==> src/fcpp_pkg.sv <==
package fcpp_pkg;
    // command bytes
    localparam logic [7:0] CMD_CHIP_ERASE = 8'h80;
    localparam logic [7:0] CMD_WRITE_FUSE = 8'h40;
    localparam logic [7:0] CMD_WRITE_LOCK = 8'h20;
    localparam logic [7:0] CMD_READ_SIG   = 8'h08;
    localparam logic [7:0] CMD_READ_FUSE  = 8'h04;
    // pulse actions on {hi, lo}
    localparam logic [1:0] ACT_LOAD_ADDR = 2'h0;
    localparam logic [1:0] ACT_LOAD_DATA = 2'h1;
    localparam logic [1:0] ACT_LOAD_CMD  = 2'h2;
    // byte selection on {upper, half}
    localparam logic [1:0] SEL_LOW  = 2'h0;
    localparam logic [1:0] SEL_HIGH = 2'h1;
    localparam logic [1:0] SEL_EXT  = 2'h2;
    localparam logic [1:0] SEL_LOCK = 2'h3;
    // factory values, programmed bits are 0
    localparam logic [7:0] EXT_RESET  = 8'hff;
    localparam logic [7:0] HIGH_RESET = 8'h99;
    localparam logic [7:0] LOW_RESET  = 8'h62;
    localparam logic [7:0] LOCK_RESET = 8'hff;
    // field positions
    localparam int EXT_BROWNOUT_LO   = 1;
    localparam int EXT_RESET_DISABLE = 0;
    localparam int HI_DEBUG          = 7;
    localparam int HI_BOUNDARY       = 6;
    localparam int HI_SERIAL_DL      = 5;
    localparam int HI_WATCHDOG       = 4;
    localparam int HI_KEEP_EEPROM    = 3;
    localparam int HI_BOOT_LO        = 1;
    localparam int HI_RESET_VECTOR   = 0;
    localparam int LO_PRESCALE8      = 7;
    localparam int LO_CLOCK_PIN      = 6;
    localparam int LO_STARTUP_LO     = 4;
    localparam int LO_CLKSRC_LO      = 0;
    localparam int LOCK_FIRST        = 0;
    // decodes
    localparam logic [3:0] CLKSRC_RC8      = 4'h2;
    localparam logic [1:0] STARTUP_LONGEST = 2'h2;
    localparam logic [1:0] BOOT_LARGEST    = 2'h0;
    // signature addresses
    localparam logic [7:0] SIG_ADDR0 = 8'h00;
    localparam logic [7:0] SIG_ADDR1 = 8'h01;
    localparam logic [7:0] SIG_ADDR2 = 8'h02;
    // timing
    localparam int CLK_PERIOD_NS = 5;
    localparam int PULSE_MIN_NS  = 250;
    localparam int PULSE_MIN_CYC = (PULSE_MIN_NS + CLK_PERIOD_NS - 1) / CLK_PERIOD_NS;
    localparam int PROG_TIME_NS  = 1000;
    localparam logic [15:0] PROG_CYC = 16'(PROG_TIME_NS / CLK_PERIOD_NS);

    typedef struct packed {
        logic       progEnable;
        logic       serialPath;
        logic       crystalInputOne;
        logic       writeN;
        logic       outEnableN;
        logic       bufferLoadStrobe;
        logic       byteHalfSelect;
        logic       upperByteSelect;
        logic       pulseActionSelHi;
        logic       pulseActionSelLo;
        logic [7:0] data;
    } fcpp_pins_s;

    localparam fcpp_pins_s PINS_IDLE = '{writeN: 1'b1, outEnableN: 1'b1, default: '0};

    typedef struct packed {
        logic [7:0] ext;
        logic [7:0] high;
        logic [7:0] low;
    } fcpp_fuse_s;

    localparam fcpp_fuse_s FUSE_RESET = '{ext: EXT_RESET, high: HIGH_RESET, low: LOW_RESET};

    typedef struct packed {
        logic debugClockInSleep;
        logic clockPinDrive;
        logic rcEightMhz;
        logic startupLongest;
        logic bootAreaLargest;
        logic prescaleByEight;
        logic watchdogForced;
        logic boundaryPortOn;
        logic extResetOff;
        logic resetVectorBoot;
    } fcpp_flags_s;
endpackage : fcpp_pkg

==> src/fcpp_prog_port.sv <==
`timescale 1ns/10ps

// Behaviour
// - chip erase leaves fuse bytes untouched
// - first lock bit programmed refuses fuse writes
// - latch fuses on mode entry, hold
// - keep-eeprom fuse acts immediately
// - latches load from stored fuses at power-up
// - three signature bytes readable, even locked
// - reset copies calibration byte into trim
// - crystal pulse performs selected load action
// - write strobe runs loaded command; output strobe only drives read data
// - ready flag low while busy, high ready
// - data pins driven only while output-enable low
// - half select picks low or high byte
// - upper select picks second high byte
// - buffer load strobe fills page buffer
// - serial path cannot read or write serial-download fuse
// - debug fuse keeps clocks running in sleep
// - default clock source is 8 MHz RC, longest start
// - clock-output fuse drives system clock pin
// - boot-size bits both zero give largest area
// - programmed fuse reads 0, unprogrammed 1
// - action codes: address, data, command, idle
// - decode erase, fuse, lock, signature, fuse-read commands
module fcpp_prog_port #(
    parameter logic [7:0] SIG_BYTE0  = 8'h5a, // arbitrary identification value
    parameter logic [7:0] SIG_BYTE1  = 8'h01, // arbitrary identification value
    parameter logic [7:0] SIG_BYTE2  = 8'h02, // arbitrary identification value
    parameter logic [7:0] CAL_BYTE   = 8'h80,
    parameter int         PAGE_DEPTH = 8
) (
    // clock, reset, enable
    input  wire logic                 ref_clk,
    input  wire logic                 srst,
    input  wire logic                 clkEn,
    // programming pins, asynchronous
    input  wire fcpp_pkg::fcpp_pins_s pinsIn,
    // data pins and handshake
    output logic [7:0]                dataOut,
    output logic                      dataOe,
    output logic                      progReadyFlag,
    // fuse state toward the rest of the chip
    output fcpp_pkg::fcpp_fuse_s      fuseLatch,
    output fcpp_pkg::fcpp_flags_s     fuseFlags,
    output logic [7:0]                rcTrimRegister,
    output logic [7:0]                lockByte,
    // memory side
    output logic                      memEraseStrobe,
    output logic                      eepromEraseStrobe,
    output logic [7:0]                pageWord
);
    localparam int IDXW = (PAGE_DEPTH > 1) ? $clog2(PAGE_DEPTH) : 1;

    fcpp_pkg::fcpp_pins_s pinS1_r, pinS2_r, pinS3_r, pin_r, pinPrev_r;
    fcpp_pkg::fcpp_fuse_s store_r, latch_r;
    fcpp_pkg::fcpp_flags_s flags_r;
    logic [7:0]  addrLo_r, addrHi_r, dataLo_r, dataHi_r, cmd_r, lock_r, trim_r;
    logic [7:0]  dataOut_r, pageWord_r, readVal;
    logic [7:0]  pageBuf_r [PAGE_DEPTH];
    logic [15:0] busyCnt_r;
    logic        progMode_r, loadPend_r, dataOe_r, ready_r, memErase_r, eeErase_r;
    logic        xtalRise, wrFall, pagelRise, modeEnter, modeLeave, start;
    logic        fuseWrite;
    logic [1:0]  sel;

    // byte choice shared by fuse write and read paths
    function automatic logic [1:0] byteSel(input logic half, input logic upper);
        byteSel = {upper, half};
    endfunction : byteSel

    ////////////////////////////////////////////////////////////////////////////
    // pin synchroniser: a bit changes once stages two and three agree
    always_ff @(posedge ref_clk) begin
        if (srst) begin
            pinS1_r   <= fcpp_pkg::PINS_IDLE;
            pinS2_r   <= fcpp_pkg::PINS_IDLE;
            pinS3_r   <= fcpp_pkg::PINS_IDLE;
            pin_r     <= fcpp_pkg::PINS_IDLE;
            pinPrev_r <= fcpp_pkg::PINS_IDLE;
        end else if (clkEn) begin
            pinS1_r   <= pinsIn;
            pinS2_r   <= pinS1_r;
            pinS3_r   <= pinS2_r;
            pin_r     <= (pinS2_r & pinS3_r) | (pin_r & (pinS2_r | pinS3_r));
            pinPrev_r <= pin_r;
        end
    end

    // edges are taken on the filtered copy, so glitches shorter than a cycle vanish
    assign xtalRise  = pin_r.crystalInputOne & ~pinPrev_r.crystalInputOne;
    assign wrFall    = ~pin_r.writeN & pinPrev_r.writeN;
    assign pagelRise = pin_r.bufferLoadStrobe & ~pinPrev_r.bufferLoadStrobe;
    assign modeEnter = pin_r.progEnable & ~pinPrev_r.progEnable & ~progMode_r;
    assign modeLeave = ~pin_r.progEnable & progMode_r;
    assign sel       = byteSel(pin_r.byteHalfSelect, pin_r.upperByteSelect);
    assign start     = wrFall & progMode_r & ready_r;
    assign fuseWrite = start & (cmd_r == fcpp_pkg::CMD_WRITE_FUSE)
                       & lock_r[fcpp_pkg::LOCK_FIRST];

    ////////////////////////////////////////////////////////////////////////////
    // mode entry only with strobe, both actions and half select low
    always_ff @(posedge ref_clk) begin
        if (srst) begin
            progMode_r <= 1'b0;
        end else if (clkEn) begin
            if (modeEnter && !pin_r.bufferLoadStrobe && !pin_r.pulseActionSelHi
                && !pin_r.pulseActionSelLo && !pin_r.byteHalfSelect) begin
                progMode_r <= 1'b1;
            end else if (modeLeave) begin
                progMode_r <= 1'b0;
            end
        end
    end

    // crystal pulse loads address, data or command; code 11 is idle
    always_ff @(posedge ref_clk) begin
        if (srst) begin
            addrLo_r <= '0;
            addrHi_r <= '0;
            dataLo_r <= '0;
            dataHi_r <= '0;
            cmd_r    <= '0;
        end else if (clkEn && progMode_r && xtalRise) begin
            case ({pin_r.pulseActionSelHi, pin_r.pulseActionSelLo})
                fcpp_pkg::ACT_LOAD_ADDR: begin
                    if (pin_r.byteHalfSelect) begin
                        addrHi_r <= pin_r.data;
                    end else begin
                        addrLo_r <= pin_r.data;
                    end
                end
                fcpp_pkg::ACT_LOAD_DATA: begin
                    if (pin_r.byteHalfSelect) begin
                        dataHi_r <= pin_r.data;
                    end else begin
                        dataLo_r <= pin_r.data;
                    end
                end
                fcpp_pkg::ACT_LOAD_CMD: begin
                    cmd_r <= pin_r.data;
                end
                default: begin
                end
            endcase
        end
    end

    ////////////////////////////////////////////////////////////////////////////
    // busy counter; a new strobe while busy is ignored
    always_ff @(posedge ref_clk) begin
        if (srst) begin
            busyCnt_r <= '0;
            ready_r   <= 1'b1;
        end else if (clkEn) begin
            if (start) begin
                busyCnt_r <= fcpp_pkg::PROG_CYC;
                ready_r   <= 1'b0;
            end else if (busyCnt_r != '0) begin
                busyCnt_r <= busyCnt_r - 16'h0001;
                ready_r   <= (busyCnt_r == 16'h0001);
            end
        end
    end

    // stored fuses: only the write command reaches them, erase has no path here
    always_ff @(posedge ref_clk) begin
        if (srst) begin
            store_r <= fcpp_pkg::FUSE_RESET;
        end else if (clkEn && fuseWrite) begin
            case (sel)
                fcpp_pkg::SEL_LOW: store_r.low <= dataLo_r;
                fcpp_pkg::SEL_HIGH: begin
                    store_r.high <= dataLo_r;
                    if (pin_r.serialPath) begin
                        store_r.high[fcpp_pkg::HI_SERIAL_DL] <= store_r.high[fcpp_pkg::HI_SERIAL_DL];
                    end
                end
                fcpp_pkg::SEL_EXT: store_r.ext <= dataLo_r;
                default: begin
                end
            endcase
        end
    end

    // lock bits only ever go to programmed, erase returns them all
    always_ff @(posedge ref_clk) begin
        if (srst) begin
            lock_r     <= fcpp_pkg::LOCK_RESET;
            memErase_r <= 1'b0;
            eeErase_r  <= 1'b0;
        end else if (clkEn) begin
            memErase_r <= start && (cmd_r == fcpp_pkg::CMD_CHIP_ERASE);
            // the stored value is used so a fresh keep-eeprom fuse applies at once
            eeErase_r  <= start && (cmd_r == fcpp_pkg::CMD_CHIP_ERASE)
                          && store_r.high[fcpp_pkg::HI_KEEP_EEPROM];
            if (start && cmd_r == fcpp_pkg::CMD_CHIP_ERASE) begin
                lock_r <= fcpp_pkg::LOCK_RESET;
            end else if (start && cmd_r == fcpp_pkg::CMD_WRITE_LOCK) begin
                lock_r <= lock_r & dataLo_r;
            end
        end
    end

    ////////////////////////////////////////////////////////////////////////////
    // working latches: loaded after power-up and on mode entry and exit; the keep-eeprom bit follows the store every cycle
    always_ff @(posedge ref_clk) begin
        if (srst) begin
            latch_r    <= fcpp_pkg::FUSE_RESET;
            loadPend_r <= 1'b1;
        end else if (clkEn) begin
            loadPend_r <= 1'b0;
            if (loadPend_r || modeEnter || modeLeave) begin
                latch_r <= store_r;
            end else begin
                latch_r.high[fcpp_pkg::HI_KEEP_EEPROM] <= store_r.high[fcpp_pkg::HI_KEEP_EEPROM];
            end
        end
    end

    // trim is forced on every reset; nothing else writes it here
    always_ff @(posedge ref_clk) begin
        if (srst) begin
            trim_r <= CAL_BYTE;
        end
    end

    // decoded fuse effects, programmed means 0
    always_ff @(posedge ref_clk) begin
        if (srst) begin
            flags_r <= '0;
        end else if (clkEn) begin
            flags_r.debugClockInSleep <= ~latch_r.high[fcpp_pkg::HI_DEBUG];
            flags_r.clockPinDrive     <= ~latch_r.low[fcpp_pkg::LO_CLOCK_PIN];
            flags_r.rcEightMhz        <= latch_r.low[fcpp_pkg::LO_CLKSRC_LO +: 4] == fcpp_pkg::CLKSRC_RC8;
            flags_r.startupLongest    <= latch_r.low[fcpp_pkg::LO_CLKSRC_LO +: 4] == fcpp_pkg::CLKSRC_RC8
                && latch_r.low[fcpp_pkg::LO_STARTUP_LO +: 2] == fcpp_pkg::STARTUP_LONGEST;
            flags_r.bootAreaLargest   <= latch_r.high[fcpp_pkg::HI_BOOT_LO +: 2] == fcpp_pkg::BOOT_LARGEST;
            flags_r.prescaleByEight   <= ~latch_r.low[fcpp_pkg::LO_PRESCALE8];
            flags_r.watchdogForced    <= ~latch_r.high[fcpp_pkg::HI_WATCHDOG];
            flags_r.boundaryPortOn    <= ~latch_r.high[fcpp_pkg::HI_BOUNDARY];
            flags_r.extResetOff       <= ~latch_r.ext[fcpp_pkg::EXT_RESET_DISABLE];
            flags_r.resetVectorBoot   <= ~latch_r.high[fcpp_pkg::HI_RESET_VECTOR];
        end
    end

    ////////////////////////////////////////////////////////////////////////////
    // read mux; signature space ignores the lock bits
    always_comb begin
        readVal = 8'hff;
        if (cmd_r == fcpp_pkg::CMD_READ_SIG) begin
            if (pin_r.byteHalfSelect) begin
                readVal = CAL_BYTE; // calibration is returned for the high byte at any address
            end else begin
                case (addrLo_r)
                    fcpp_pkg::SIG_ADDR0: readVal = SIG_BYTE0;
                    fcpp_pkg::SIG_ADDR1: readVal = SIG_BYTE1;
                    fcpp_pkg::SIG_ADDR2: readVal = SIG_BYTE2;
                    default:             readVal = 8'h00;
                endcase
            end
        end else if (cmd_r == fcpp_pkg::CMD_READ_FUSE) begin
            case (sel)
                fcpp_pkg::SEL_LOW:  readVal = store_r.low;
                fcpp_pkg::SEL_HIGH: begin
                    readVal = store_r.high;
                    readVal[fcpp_pkg::HI_SERIAL_DL] = store_r.high[fcpp_pkg::HI_SERIAL_DL]
                                                      | pin_r.serialPath;
                end
                fcpp_pkg::SEL_EXT:  readVal = store_r.ext;
                default:            readVal = lock_r;
            endcase
        end
    end

    // data pins follow output enable one cycle behind the filtered pin
    always_ff @(posedge ref_clk) begin
        if (srst) begin
            dataOe_r  <= 1'b0;
            dataOut_r <= '0;
        end else if (clkEn) begin
            dataOe_r  <= progMode_r & ~pin_r.outEnableN;
            dataOut_r <= readVal;
        end
    end

    // page buffer, indexed by the low address bits
    always_ff @(posedge ref_clk) begin
        if (srst) begin
            pageWord_r <= '0;
        end else if (clkEn) begin
            if (progMode_r && pagelRise) begin
                pageBuf_r[addrLo_r[IDXW-1:0]] <= dataLo_r;
            end
            pageWord_r <= pageBuf_r[addrLo_r[IDXW-1:0]];
        end
    end

    assign dataOut           = dataOut_r;
    assign dataOe            = dataOe_r;
    assign progReadyFlag     = ready_r;
    assign fuseLatch         = latch_r;
    assign fuseFlags         = flags_r;
    assign rcTrimRegister    = trim_r;
    assign lockByte          = lock_r;
    assign memEraseStrobe    = memErase_r;
    assign eepromEraseStrobe = eeErase_r;
    assign pageWord          = pageWord_r;
endmodule : fcpp_prog_port

==> config.mk <==
export PLATFORM = sky130hd
export DESIGN_NAME = fcpp_prog_port
export DESIGN_NICKNAME = d
export VERILOG_FILES = /design/src/fcpp_pkg.sv /design/src/fcpp_prog_port.sv
export SDC_FILE = /design/constraint.sdc
export NUM_CORES = 1
export LEC_CHECK = 0
export ABC_AREA = 1
export BUFFER_PORTS_ARGS = -buffer_cell sky130_fd_sc_hd__buf_2
export CORE_MARGIN = 10
export CORE_UTILIZATION = 55
export DETAILED_ROUTE_END_ITERATION = 10
export GPL_TIMING_DRIVEN = 0
export PLACE_DENSITY = 0.8
export RECOVER_POWER = 100
export SETUP_SLACK_MARGIN = 0.2
export SLEW_MARGIN = 10
export SYNTH_ARGS = -nofsm -noshare
export SYNTH_HDL_FRONTEND = slang
export SYNTH_SLANG_ARGS = --single-unit
==> constraint.sdc <==
create_clock -name ref_clk -period 5 [get_ports ref_clk]
set_input_delay 1 -clock ref_clk [delete_from_list [all_inputs] [get_ports ref_clk]]
set_output_delay 1 -clock ref_clk [all_outputs]
set_load 0.005 [all_outputs]
* Word-level counts from Yosys, hierarchy flattened *
Memory sizes are Yosys's and may differ from the RTL's. A register that Yosys moved wholly into a read port is not among the register bits.
Index checks and enable logic that the tools add are counted.

storage, ports and cells
  memories kept = 1
  word-level logic and storage cells = 181
  flip-flop bits (word level) = 196
  bits in writable memories = 64

memory list
  name       words  width  read ports  clocked after memory_dff  write ports  line                  text
  pageBuf_r  8      8      1           1                         1            fcpp_prog_port.sv:60  logic [7:0] pageBuf_r [PAGE_DEPTH];

cells by class
  equal/unequal tests = 14
  reduce and logical (&&, ||, !) cells = 37
  bitwise operators = 33
  muxes and demuxes = 17
  $add $sub $neg = 1

operator list
  cell                                                 count
  2-to-1 mux 8 bit                                     5
  AND 18 bit                                           2
  bitwise OR 18 bit                                    2
  2-to-1 mux 16 bit                                    2
  one-hot mux 8 bit (3 select lines)                   1
  one-hot mux 7 bit (3 select lines)                   1
  == test 16 x 1 -> 1 bit (second input constant)      1
  NOT 1 bit                                            16
  AND reduction 2 bit                                  8
  nonzero test 16 bit                                  1
  subtractor 16 x 1 -> 16 bit (second input constant)  1
  logical AND 1 bit                                    12
  AND 1 bit                                            11
  AND reduction 3 bit                                  3
  AND 8 bit                                            1
  == test 8 x 1 -> 1 bit (second input constant)       1
  == test 8 x 2 -> 1 bit (second input constant)       1
  == test 8 x 3 -> 1 bit (second input constant)       1
  == test 8 x 4 -> 1 bit (second input constant)       1
  == test 8 x 6 -> 1 bit (second input constant)       1
  == test 8 x 7 -> 1 bit (second input constant)       1
  == test 8 bit (second input constant)                1
  logical NOT 8 bit                                    1
  2-to-1 mux 1 bit                                     8
  8 further kinds                                      19

* Longest topological paths before layout *
Gate-level depths: netlist of the first run.

  word-level depth = 9
  gate-level depth with buffers = 11
  gate-level depth less buffers = 11

* Least setup slack after synthesis of the first run *
Ideal clock, no wire load.

  path kind = in2reg
  from = input port srst
  to = memory pageBuf_r[4][0] (enable)
  buffers on the path = 0
  stages = 3
  arrival time = 2.066 ns
  required time = 4.617 ns
  library setup time = 0.383 ns
  slack = 2.551 ns
  cell sequence = nor4_1 -> nand2_1 -> nor3_1

between the ends
  word-level cells in the longest chain between the ends = 2

RTL lines
  element                                 line                   text
  start: declaration                      fcpp_prog_port.sv:35   input wire logic srst,
  2-to-1 mux 1 bit                        fcpp_prog_port.sv:289  if (srst) begin
  2-to-1 mux 1 bit (not written as such)  fcpp_prog_port.sv:293  pageBuf_r[addrLo_r[IDXW-1:0]] <= dataLo_r;
  end: declaration                        fcpp_prog_port.sv:60

Every way passes these cells.

* Worst setup path after layout of the first run *
  from = input port clkEn
  to = memory pageBuf_r[5][4] (enable)

between the ends
  word-level cells in the longest chain between the ends = 3

RTL lines
  element                                 line                   text
  start: declaration                      fcpp_prog_port.sv:36   input wire logic clkEn,
  2-to-1 mux 1 bit                        fcpp_prog_port.sv:291  end else if (clkEn) begin
  2-to-1 mux 1 bit                        fcpp_prog_port.sv:289
  2-to-1 mux 1 bit (not written as such)  fcpp_prog_port.sv:293

Every way passes these cells.

==> qor.yml, run 1 <==
placement:
  port_buffers: 82
  dpl.hpwl_mm: 20.96
  numPlacedInstances: 1623
  gp_congestion: 0.9643
logic_synthesis:
  synthDominantCellAreaShare_pct: 37.72
  synth.mux.area_fraction_pct: 0
  synth_xor_area_share_pct: 0.2427
  yosysTopAreaCell: "dfxtp_1"
  synth-adder-area-share_pct: 0.2311
  synthTopCellsByArea: "dfxtp_1, edfxtp_1, nand2_1"
  syn_avg_cell_area_um2: 8.525
  synth_area_mm2: 0.01083
  synth_seq_cells: 268
  synth_compound_area_share_pct: 16.02
  synth_top_family_by_area: "simple AND/OR/NAND/NOR gates"
  synth_cells: 1270
  ys_seq_area_share_pct: 55.47
  yosysWarnings: 0
  ys_types: 46
  synthSimpleGateAreaFrac_pct: 21.32
sta:
  timing.final.crit_share_pct: 69.47
  hold_viol_final: 0
  slew-limit-headroom_pct: -0.5437
  rsz0062_at_grt: "no"
  setup_viol: 0
  worstMarginPinSlew_ns: 1.497
  max_freq_mhz: 287.9
  fin_skew_ns: 0.01033
  slew_viol_final: 1
  finalSetupTns_ns: 0
  fin_crit_ns: 3.474
floorplanning:
  io-pin-count: 91
  row_count: 51
  die_y_um: 160.3
  die_w_um: 160.3
  dieArea_mm2: 0.02570
  initial_core_util_pct: 55.81
  core_area_mm2: 0.01940
worst_setup_path:
  critPathKind: "primary input to flop"
  crit_buf_inv: 1
  critPathMaxStageDelay_ns: 1.19
  startpoint_type: "primary input"
  required_ns: 5.13
  critPathMaxFanout: 8
  path_cells: "clkbuf_1 > nand2_1 > nor4_1 > nand2_1 > nor3_1"
  cp_slowest_cell: "nor3_1"
  crit_family: "simple AND/OR/NAND/NOR gates"
  crit_top_cell: "nand2_1"
  cp.arrival_ns: 3.61
  end_kind: "flop"
clock_network:
  clkSinkCount: 268
  cts_root_buffer: "clkbuf_16"
  htree_levels: 1
  postCtsHoldBufs: 0
  worst_skew_pair.late_latency_ns: 0.54
  clk_pin_slew_ns: 0.06
  clk_path_buf_depth: 3
  post-cts-setup-buffers: 0
  cts_buffers: 27
  cts.repair.resized: 0
  cts_tree: "built"
global_route:
  grt_pass1_wl_mm: 47.06
  grt_pass1_vias: 8853
  gr-total-overflow: 0
  grt_usage_pct: 22.05
  antenna_found_initial: 0
  grt_max_degree: 15
route:
  drtIter0Drc: 1079
  drc_errors: 0
  via_per_inst: 5.611
  wl_per_cell_um: 17.64
  vias: 9381
  routed_wl_mm: 29.50
  drtPass1Iterations: 6
  drtAntennaViolNets: 0
power:
  power_leakage_nw: 4.893
  ir_worst_vdd_uv: 298.7
  power_density_mw_per_mm2: 444.1
finish:
  antenna_cells: 0
  nets: 1410
  drive_above_1_share_pct: 8.173
  num-fill-cells: 1725
  syn2layout_area_growth_pct: 12.86
  fin_cells: 1672
worst_hold_path:
  hold_class: "flop to flop"
run_status:
  status: "finished with violations"
  violations: "max-capacitance violations, max-slew violations"
job:
  max-cap-violations: 1
-- where the power goes --
part | internal [mW] | switching, mW | leakage (nW)
combinational | 0.320 | 0.596 | 2.19
sequential | 2.33 | 0.113 | 2.26
clock | 1.24 | 0.829 | 0.439
-- area by class of cell --
| cell class | count | area, µm² | area share [%] |
|---|---|---|---|
| multi-input cells | 850 | 3995 | 32.70 |
| repair buffers | 82 | 334.1 | 2.734 |
| flip-flops and latches | 268 | 6006 | 49.15 |
| well taps | 265 | 331.6 | 2.714 |
| inverters | 84 | 316.6 | 2.591 |
| clock buffers | 36 | 739.5 | 6.052 |
| plain buffers | 74 | 330.3 | 2.703 |
| clock inverters | 13 | 166.4 | 1.362 |
-- per-stage QoR --
stage	area (µm²)	util (%)	power, mW	hold slack (ns)	worst slack [ns]
finish	12220	62.99	5.427	0.4631	1.526
detailed placement	11590	59.75	3.478	0.4467	1.189
floorplan	10850	-	3.247	0.4196	2.551
CTS	12500	64.42	5.520	0.4600	1.713
global route	12220	62.99	5.683	0.4815	1.433
global placement	11590	59.75	3.451	0.4420	1.313
-- layout by cell type (no fill, tap or decap), types with 8 or more instances in the layout --
| cell | instances |
|---|---|
| clkbuf_1 | 121 |
| o211ai_1 | 32 |
| buf_2 | 30 |
| inv_1 | 82 |
| dfxtp_1 | 204 |
| buf_4 | 11 |
| a21oi_1 | 99 |
| clkbuf_16 | 27 |
| nor2_1 | 175 |
| conb_1 | 8 |
| nand3_1 | 56 |
| edfxtp_1 | 64 |
| o21ai_0 | 147 |
| nand2_1 | 246 |
| nor3_1 | 19 |
| nand4_1 | 12 |
-- final timing paths --
check,from,to,slack (ns),depth (start not counted)
min reg2reg,loadPend_r,loadPend_r,0.46,2
min,loadPend_r,loadPend_r,0.46,2
max reg2reg,progMode_r,pageBuf_r[5][4],1.85,4
max,clkEn,pageBuf_r[5][4],1.53,5
-- routing by layer --
| metal | GRT usage (%) | up-vias | wire, µm |
|---|---|---|---|
| met4 | 5.968 | 0 | 860 |
| met3 | 3.400 | 72 | 2672 |
| li1 | - | 4472 | - |
| met2 | 36.71 | 435 | 13540 |
| met5 | 0 | - | 0 |
| met1 | 29.24 | 4402 | 12430 |
-- kinds of logic after synthesis --
logic type	after synthesis
xor gates and xnor gates	3
adders and majority gates	2
AOI/OAI and AO/OA	303
and+or+nand+nor	534
other	2
DFF	268
buffers and inverters	158
-- Yosys cell counts (all sizes together) --
cell type,n
nand2,251
nand4,13
nor3b,1
nor2,184
ha,2
nor4,2
nand3b,1
nand3,57
a211oi,5
nor3,20
or2,1
xor2,3
o31ai,1
clkbuf,31
a21oi,105
o22ai,1
o211ai,35
or3b,1
edfxtp,64
inv,84
dfxtp,204
and2,3
o21ai,151
a22oi,4
a2bb2oi,1
buf,43
conb,2
-- flip-flops by register name, indices dropped and copies added, names as in the netlist, 4 cells and up --
signal     cells
pageBuf_r     64
fuseLatch     24
store_r       24
pinS1_r       18
pinS2_r       18
pinS3_r       18
pin_r         18
busyCnt_r     16
fuseFlags     10
addrLo_r       8
cmd_r          8
dataLo_r       8
dataOut        8
lockByte       8
pageWord       8
pinPrev_r      4
-- worst min-delay path: cells and delay by family (launching register included) --
family | cells | cell delay, ns
flops | 1 | 0.32
simple gates | 2 | 0.10
Note: power is estimated with default switching activity, not from simulation.
==> inputs of run 2 (changes only) <==
==> constraint.sdc (replaced) <==
create_clock -name ref_clk -period 3.6 [get_ports ref_clk]
set_input_delay 0.72 -clock ref_clk [delete_from_list [all_inputs] [get_ports ref_clk]]
set_output_delay 0.72 -clock ref_clk [all_outputs]
set_load 0.005 [all_outputs]
==> qor.yml, run 2 (synthesis results as in run 1) <==
floorplanning:
  die_w_um: 160.3
  io-pin-count: 91
  row_count: 51
  initial_core_util_pct: 55.81
  dieArea_mm2: 0.02570
  core_area_mm2: 0.01940
  die_y_um: 160.3
power:
  switching_share_pct: 28.43
  power_leakage_nw: 4.898
  seq_power_share_pct: 44.8
  power_mw: 7.561
  power_report.internal_total_mw: 5.411
  ir_worst_vdd_uv: 414.5
  switchingPower_mw: 2.150
  power_density_mw_per_mm2: 617.9
  clkPwrFrac_pct: 38.0
  combPwrFrac_pct: 17.2
global_route:
  antenna_found_initial: 0
  grt_pass1_wl_mm: 47.06
  gr-total-overflow: 0
  grt_max_degree: 15
  grt_usage_pct: 22.05
  grt_pass1_vias: 8853
finish:
  num-fill-cells: 1722
  final_common_cell: "nand2_1"
  stdcell_area_mm2: 0.01224
  drive_above_1_share_pct: 8.316
  largest_register_ffs: 64
  syn2layout_area_growth_pct: 13.02
  final_cell_mix: "nand2_1, dfxtp_1, nor2_1, o21ai_0, clkbuf_1"
  nets: 1410
  antenna_cells: 0
route:
  vias: 9403
  routed_wl_mm: 29.51
  via_per_inst: 5.624
  drtIter0Drc: 1041
  drtAntennaViolNets: 0
  wl_per_cell_um: 17.65
  drtPass1Iterations: 6
  drc_errors: 0
placement:
  dpl_cell_area_mm2: 0.01159
  gp_congestion: 0.9643
  dpl.hpwl_mm: 20.96
  port_buffers: 82
clock_network:
  cts_root_buffer: "clkbuf_16"
  clkSinkCount: 268
  post-cts-setup-buffers: 0
  clk_pin_slew_ns: 0.06
  worst_skew_pair.late_latency_ns: 0.53
  cts_buffers: 27
  cts_tree: "built"
  htree_levels: 1
  postCtsHoldBufs: 0
  clk_path_buf_depth: 3
  cts.repair.resized: 0
worst_setup_path:
  timing.rr.start: "progMode_r"
  crit_top_cell: "nand2_1"
  startpoint: "clkEn"
  worst-path-stages: 5
  crit_family: "simple AND/OR/NAND/NOR gates"
  critPathMaxFanout: 8
  critPathKind: "primary input to flop"
  path_cells: "clkbuf_1 > nand2_1 > nor4_1 > nand2_1 > nor3_1"
  cp.arrival_ns: 3.41
  reg2regPathDepth: 4
  crit_buf_inv: 1
  required_ns: 3.73
  r2r_end: "pageBuf_r[5][4]"
  critPathMaxStageDelay_ns: 1.20
  end_kind: "flop"
  cp_slowest_cell: "nor3_1"
  critPathCapture: "pageBuf_r[5][4]"
  reg2reg_slack_ns: 0.37
  startpoint_type: "primary input"
sta:
  slew_viol_final: 9
  slew-limit-headroom_pct: -0.7886
  max_freq_mhz: 305.0
  hold_viol_final: 0
  finalSetupTns_ns: 0
  fin_crit_ns: 3.278
  worstMarginPinSlew_ns: 1.500
  rsz0062_at_grt: "no"
  timing.final.crit_share_pct: 91.07
  holdWs_ns: 0.3946
  fin_skew_ns: 0.009557
  setup_viol: 0
worst_hold_path:
  hold_class: "primary input to flop"
run_status:
  status: "finished with violations"
  violations: "max-capacitance violations, max-slew violations"
job:
  max-cap-violations: 1
## run 2: cell types whose count changed in the layout (fill, tap and decap cells not counted), sizes merged
cell	before	now
buf	41	42
clkbuf	151	150
## run 2: worst min-delay path: stages
cell	delay, ns
buf_2	0.07
nand2_1	0.04
nand3_1	0.06
## run 2: per-layer routing
| metal | vias to the layer above | global-route usage [%] | wire, µm |
|---|---|---|---|
| met5 | - | 0 | 0 |
| met4 | 0 | 5.968 | 789 |
| met3 | 63 | 3.400 | 2667 |
| met2 | 437 | 36.71 | 13700 |
| met1 | 4431 | 29.24 | 12350 |
| li1 | 4472 | - | - |
## run 2: cell type report
cell class                      instances  area, µm²  area share [%]
Sequential cell                       268       6006           49.08
Multi-Input combinational cell        850       4015           32.81
Timing Repair Buffer                   82      334.1           2.730
Clock buffer                           36      739.5           6.043
Clock inverter                         13      166.4           1.360
Buffer                                 74      327.8           2.679
Tap cell                              265      331.6           2.710
Inverter                               84      316.6           2.587
## run 2: how the worst min path moves through the flow
stage,start,to,cells after the start
final,pinsIn[14],pinS1_r[14],3
after global routing,pinsIn[14],pinS1_r[14],3
after CTS,pinsIn[14],pinS1_r[14],3
after detailed placement,loadPend_r,loadPend_r,2
after global placement,pinS2_r[14],pinS2_r[14],2
after floorplan,loadPend_r,loadPend_r,2
## run 2: power by group through the flow
stage / sequential (mW) / clock [mW] / combinational (mW)
finish: 3.39 / 2.87 / 1.30
global route: 3.41 / 3.02 / 1.49
CTS: 3.38 / 2.89 / 1.40
detailed placement: 3.45 / 0 / 1.38
global placement: 3.44 / 0 / 1.35
floorplan: 3.42 / 0 / 1.10
## run 2: per-stage QoR
step / setup WS [ns] / cells / utilization [%]
after floorplan: 1.431 / 1276 / -
after global placement: 0.1934 / 1623 / 59.75
after detailed placement: 0.06883 / 1623 / 59.75
after CTS: 0.4965 / 1672 / 64.42
after global routing: 0.3131 / 1672 / 63.08
final: 0.3215 / 1672 / 63.08
==> inputs of run 3 (changes only) <==
--- a/config.mk
+++ b/config.mk
@@ -8,10 +8,10 @@
 export ABC_AREA = 1
 export BUFFER_PORTS_ARGS = -buffer_cell sky130_fd_sc_hd__buf_2
 export CORE_MARGIN = 10
-export CORE_UTILIZATION = 55
+export CORE_UTILIZATION = 56
 export DETAILED_ROUTE_END_ITERATION = 10
-export GPL_TIMING_DRIVEN = 0
-export PLACE_DENSITY = 0.8
+export GPL_TIMING_DRIVEN = 1
+export PLACE_DENSITY = 0.81
 export RECOVER_POWER = 100
 export SETUP_SLACK_MARGIN = 0.2
 export SLEW_MARGIN = 10
==> qor.yml, run 3 (synthesis results as in run 1) <==
floorplanning:
  core_area_mm2: 0.01889
  row_count: 50
  dieArea_mm2: 0.02530
  io-pin-count: 91
  initial_core_util_pct: 57.30
  die_y_um: 159.0
  die_w_um: 159.0
worst_setup_path:
  timing.rr.start: "progMode_r"
  reg2reg_slack_ns: 0.53
  r2r_end: "pageBuf_r[5][4]"
  critPathMaxFanout: 94
  startpoint_type: "primary input"
  critPathMaxStageDelay_ns: 1.31
  end_kind: "flop"
  reg2regPathDepth: 5
  cp_slowest_cell: "clkbuf_2"
  path_cells: "buf_2 > clkbuf_2 > inv_2 > a21oi_1 > nand3_1 > o21ai_0 > nand2_1"
  startpoint: "clkEn"
  cp.arrival_ns: 3.48
  critPathKind: "primary input to flop"
  required_ns: 3.99
clock_network:
  clkSinkCount: 268
  htree_levels: 1
  cts_tree: "built"
  worst_skew_pair.late_latency_ns: 0.54
  cts_root_buffer: "clkbuf_16"
  clk_pin_slew_ns: 0.06
  clk_path_buf_depth: 3
  cts.repair.resized: 0
  cts_buffers: 27
  post-cts-setup-buffers: 0
  postCtsHoldBufs: 0
sta:
  worstMarginPinSlew_ns: 1.807
  finalSetupTns_ns: 0
  max_freq_mhz: 322.8
  fin_skew_ns: 0.01677
  hold_viol_final: 0
  setup_viol: 0
  fin_crit_ns: 3.098
  timing.final.crit_share_pct: 86.05
  rsz0062_at_grt: "no"
  slew_viol_final: 95
  slew-limit-headroom_pct: -20.44
worst_hold_path:
  hold_path_end: "pinS1_r[14]"
  worstHoldPathCells: 3
  hold_class: "primary input to flop"
  min_from: "pinsIn[14]"
placement:
  gp_congestion: 0.9015
  dpl.hpwl_mm: 17.25
  port_buffers: 82
global_route:
  grt_pass1_wl_mm: 42.87
  grt_max_degree: 95
  grt_pass1_vias: 8439
  gr-total-overflow: 0
  antenna_found_initial: 0
  grt_usage_pct: 19.77
finish:
  fin_util_pct: 63.93
  antenna_cells: 0
  final_cell_mix: "nand2_1, dfxtp_1, nor2_1, o21ai_0, a21oi_1"
  nets: 1348
  syn2layout_area_growth_pct: 11.57
  drive_above_1_share_pct: 8.321
  largest_register_ffs: 64
  final_common_cell: "nand2_1"
power:
  power_density_mw_per_mm2: 630.6
  ir_worst_vdd_uv: 482.2
  power_leakage_nw: 4.806
  power_mw: 7.617
job:
  max-cap-violations: 1
route:
  drtAntennaViolNets: 0
  vias: 8940
  drtPass1Iterations: 5
  drc_errors: 0
  via_per_inst: 5.567
  wl_per_cell_um: 16.28
  routed_wl_mm: 26.14
  drtIter0Drc: 884
run_status:
  status: "finished with violations"
  violations: "max-capacitance violations, max-slew violations"
run 3: cell count changes in the layout (fill, tap and decap cells not counted), sizes merged:
cell / change
buf: -17
bufinv: +1
clkbuf: -48
clkinv: +3
run 3: worst max-delay path, delay by kind of cell:
kind            cells  cell delay [ns]
compound gates      2             0.53
buf+inv             3             1.88
simple gates        2             0.33
run 3: through the flow:
| step | instances | hold WS [ns] | worst slack, ns | instance area (µm²) |
|---|---|---|---|---|
| after floorplan | 1276 | 0.4196 | 1.431 | 10850 |
| after global placement | 1556 | 0.4326 | 0.4052 | 11300 |
| after detailed placement | 1556 | 0.4383 | 0.3817 | 11300 |
| after CTS | 1606 | 0.3856 | 0.7121 | 12260 |
| after global routing | 1606 | 0.3941 | 0.2818 | 12080 |
| final | 1606 | 0.4025 | 0.5024 | 12080 |
run 3: final cells by class:
class	count	area (µm²)
Multi-Input combinational cell	850	4050
Clock buffer	33	738.2
Inverter	84	317.8
Sequential cell	268	6006
Timing Repair Buffer	94	421.7
Tap cell	260	325.3
Fill cell	1611	6814
Clock inverter	17	220.2
run 3: layer usage:
| layer | share of wire, % | routed length, µm | GRT usage, % |
|---|---|---|---|
| met1 | 44 | 11430 | 25.83 |
| met3 | 7.3 | 1911 | 3.641 |
| met2 | 46 | 12130 | 32.41 |
| met5 | 0 | 0 | 0 |
| met4 | 2.6 | 669 | 6.445 |
run 3: where the power goes:
part	internal, mW	switching, mW
Combinational	0.449	0.814
Clock	1.82	1.15
Sequential	3.23	0.152
Total	5.50	2.12
run 3: worst max-delay path by stage:
stage | slack [ns] | cells after the start | endpoint
after floorplan | 1.43 | 3 | pageBuf_r[4][0]
after global placement | 0.41 | 6 | pageBuf_r[5][5]
after detailed placement | 0.38 | 6 | pageBuf_r[5][4]
after CTS | 0.71 | 5 | pageBuf_r[5][4]
after global routing | 0.28 | 6 | dataOut[4]
final | 0.50 | 7 | lockByte[0]
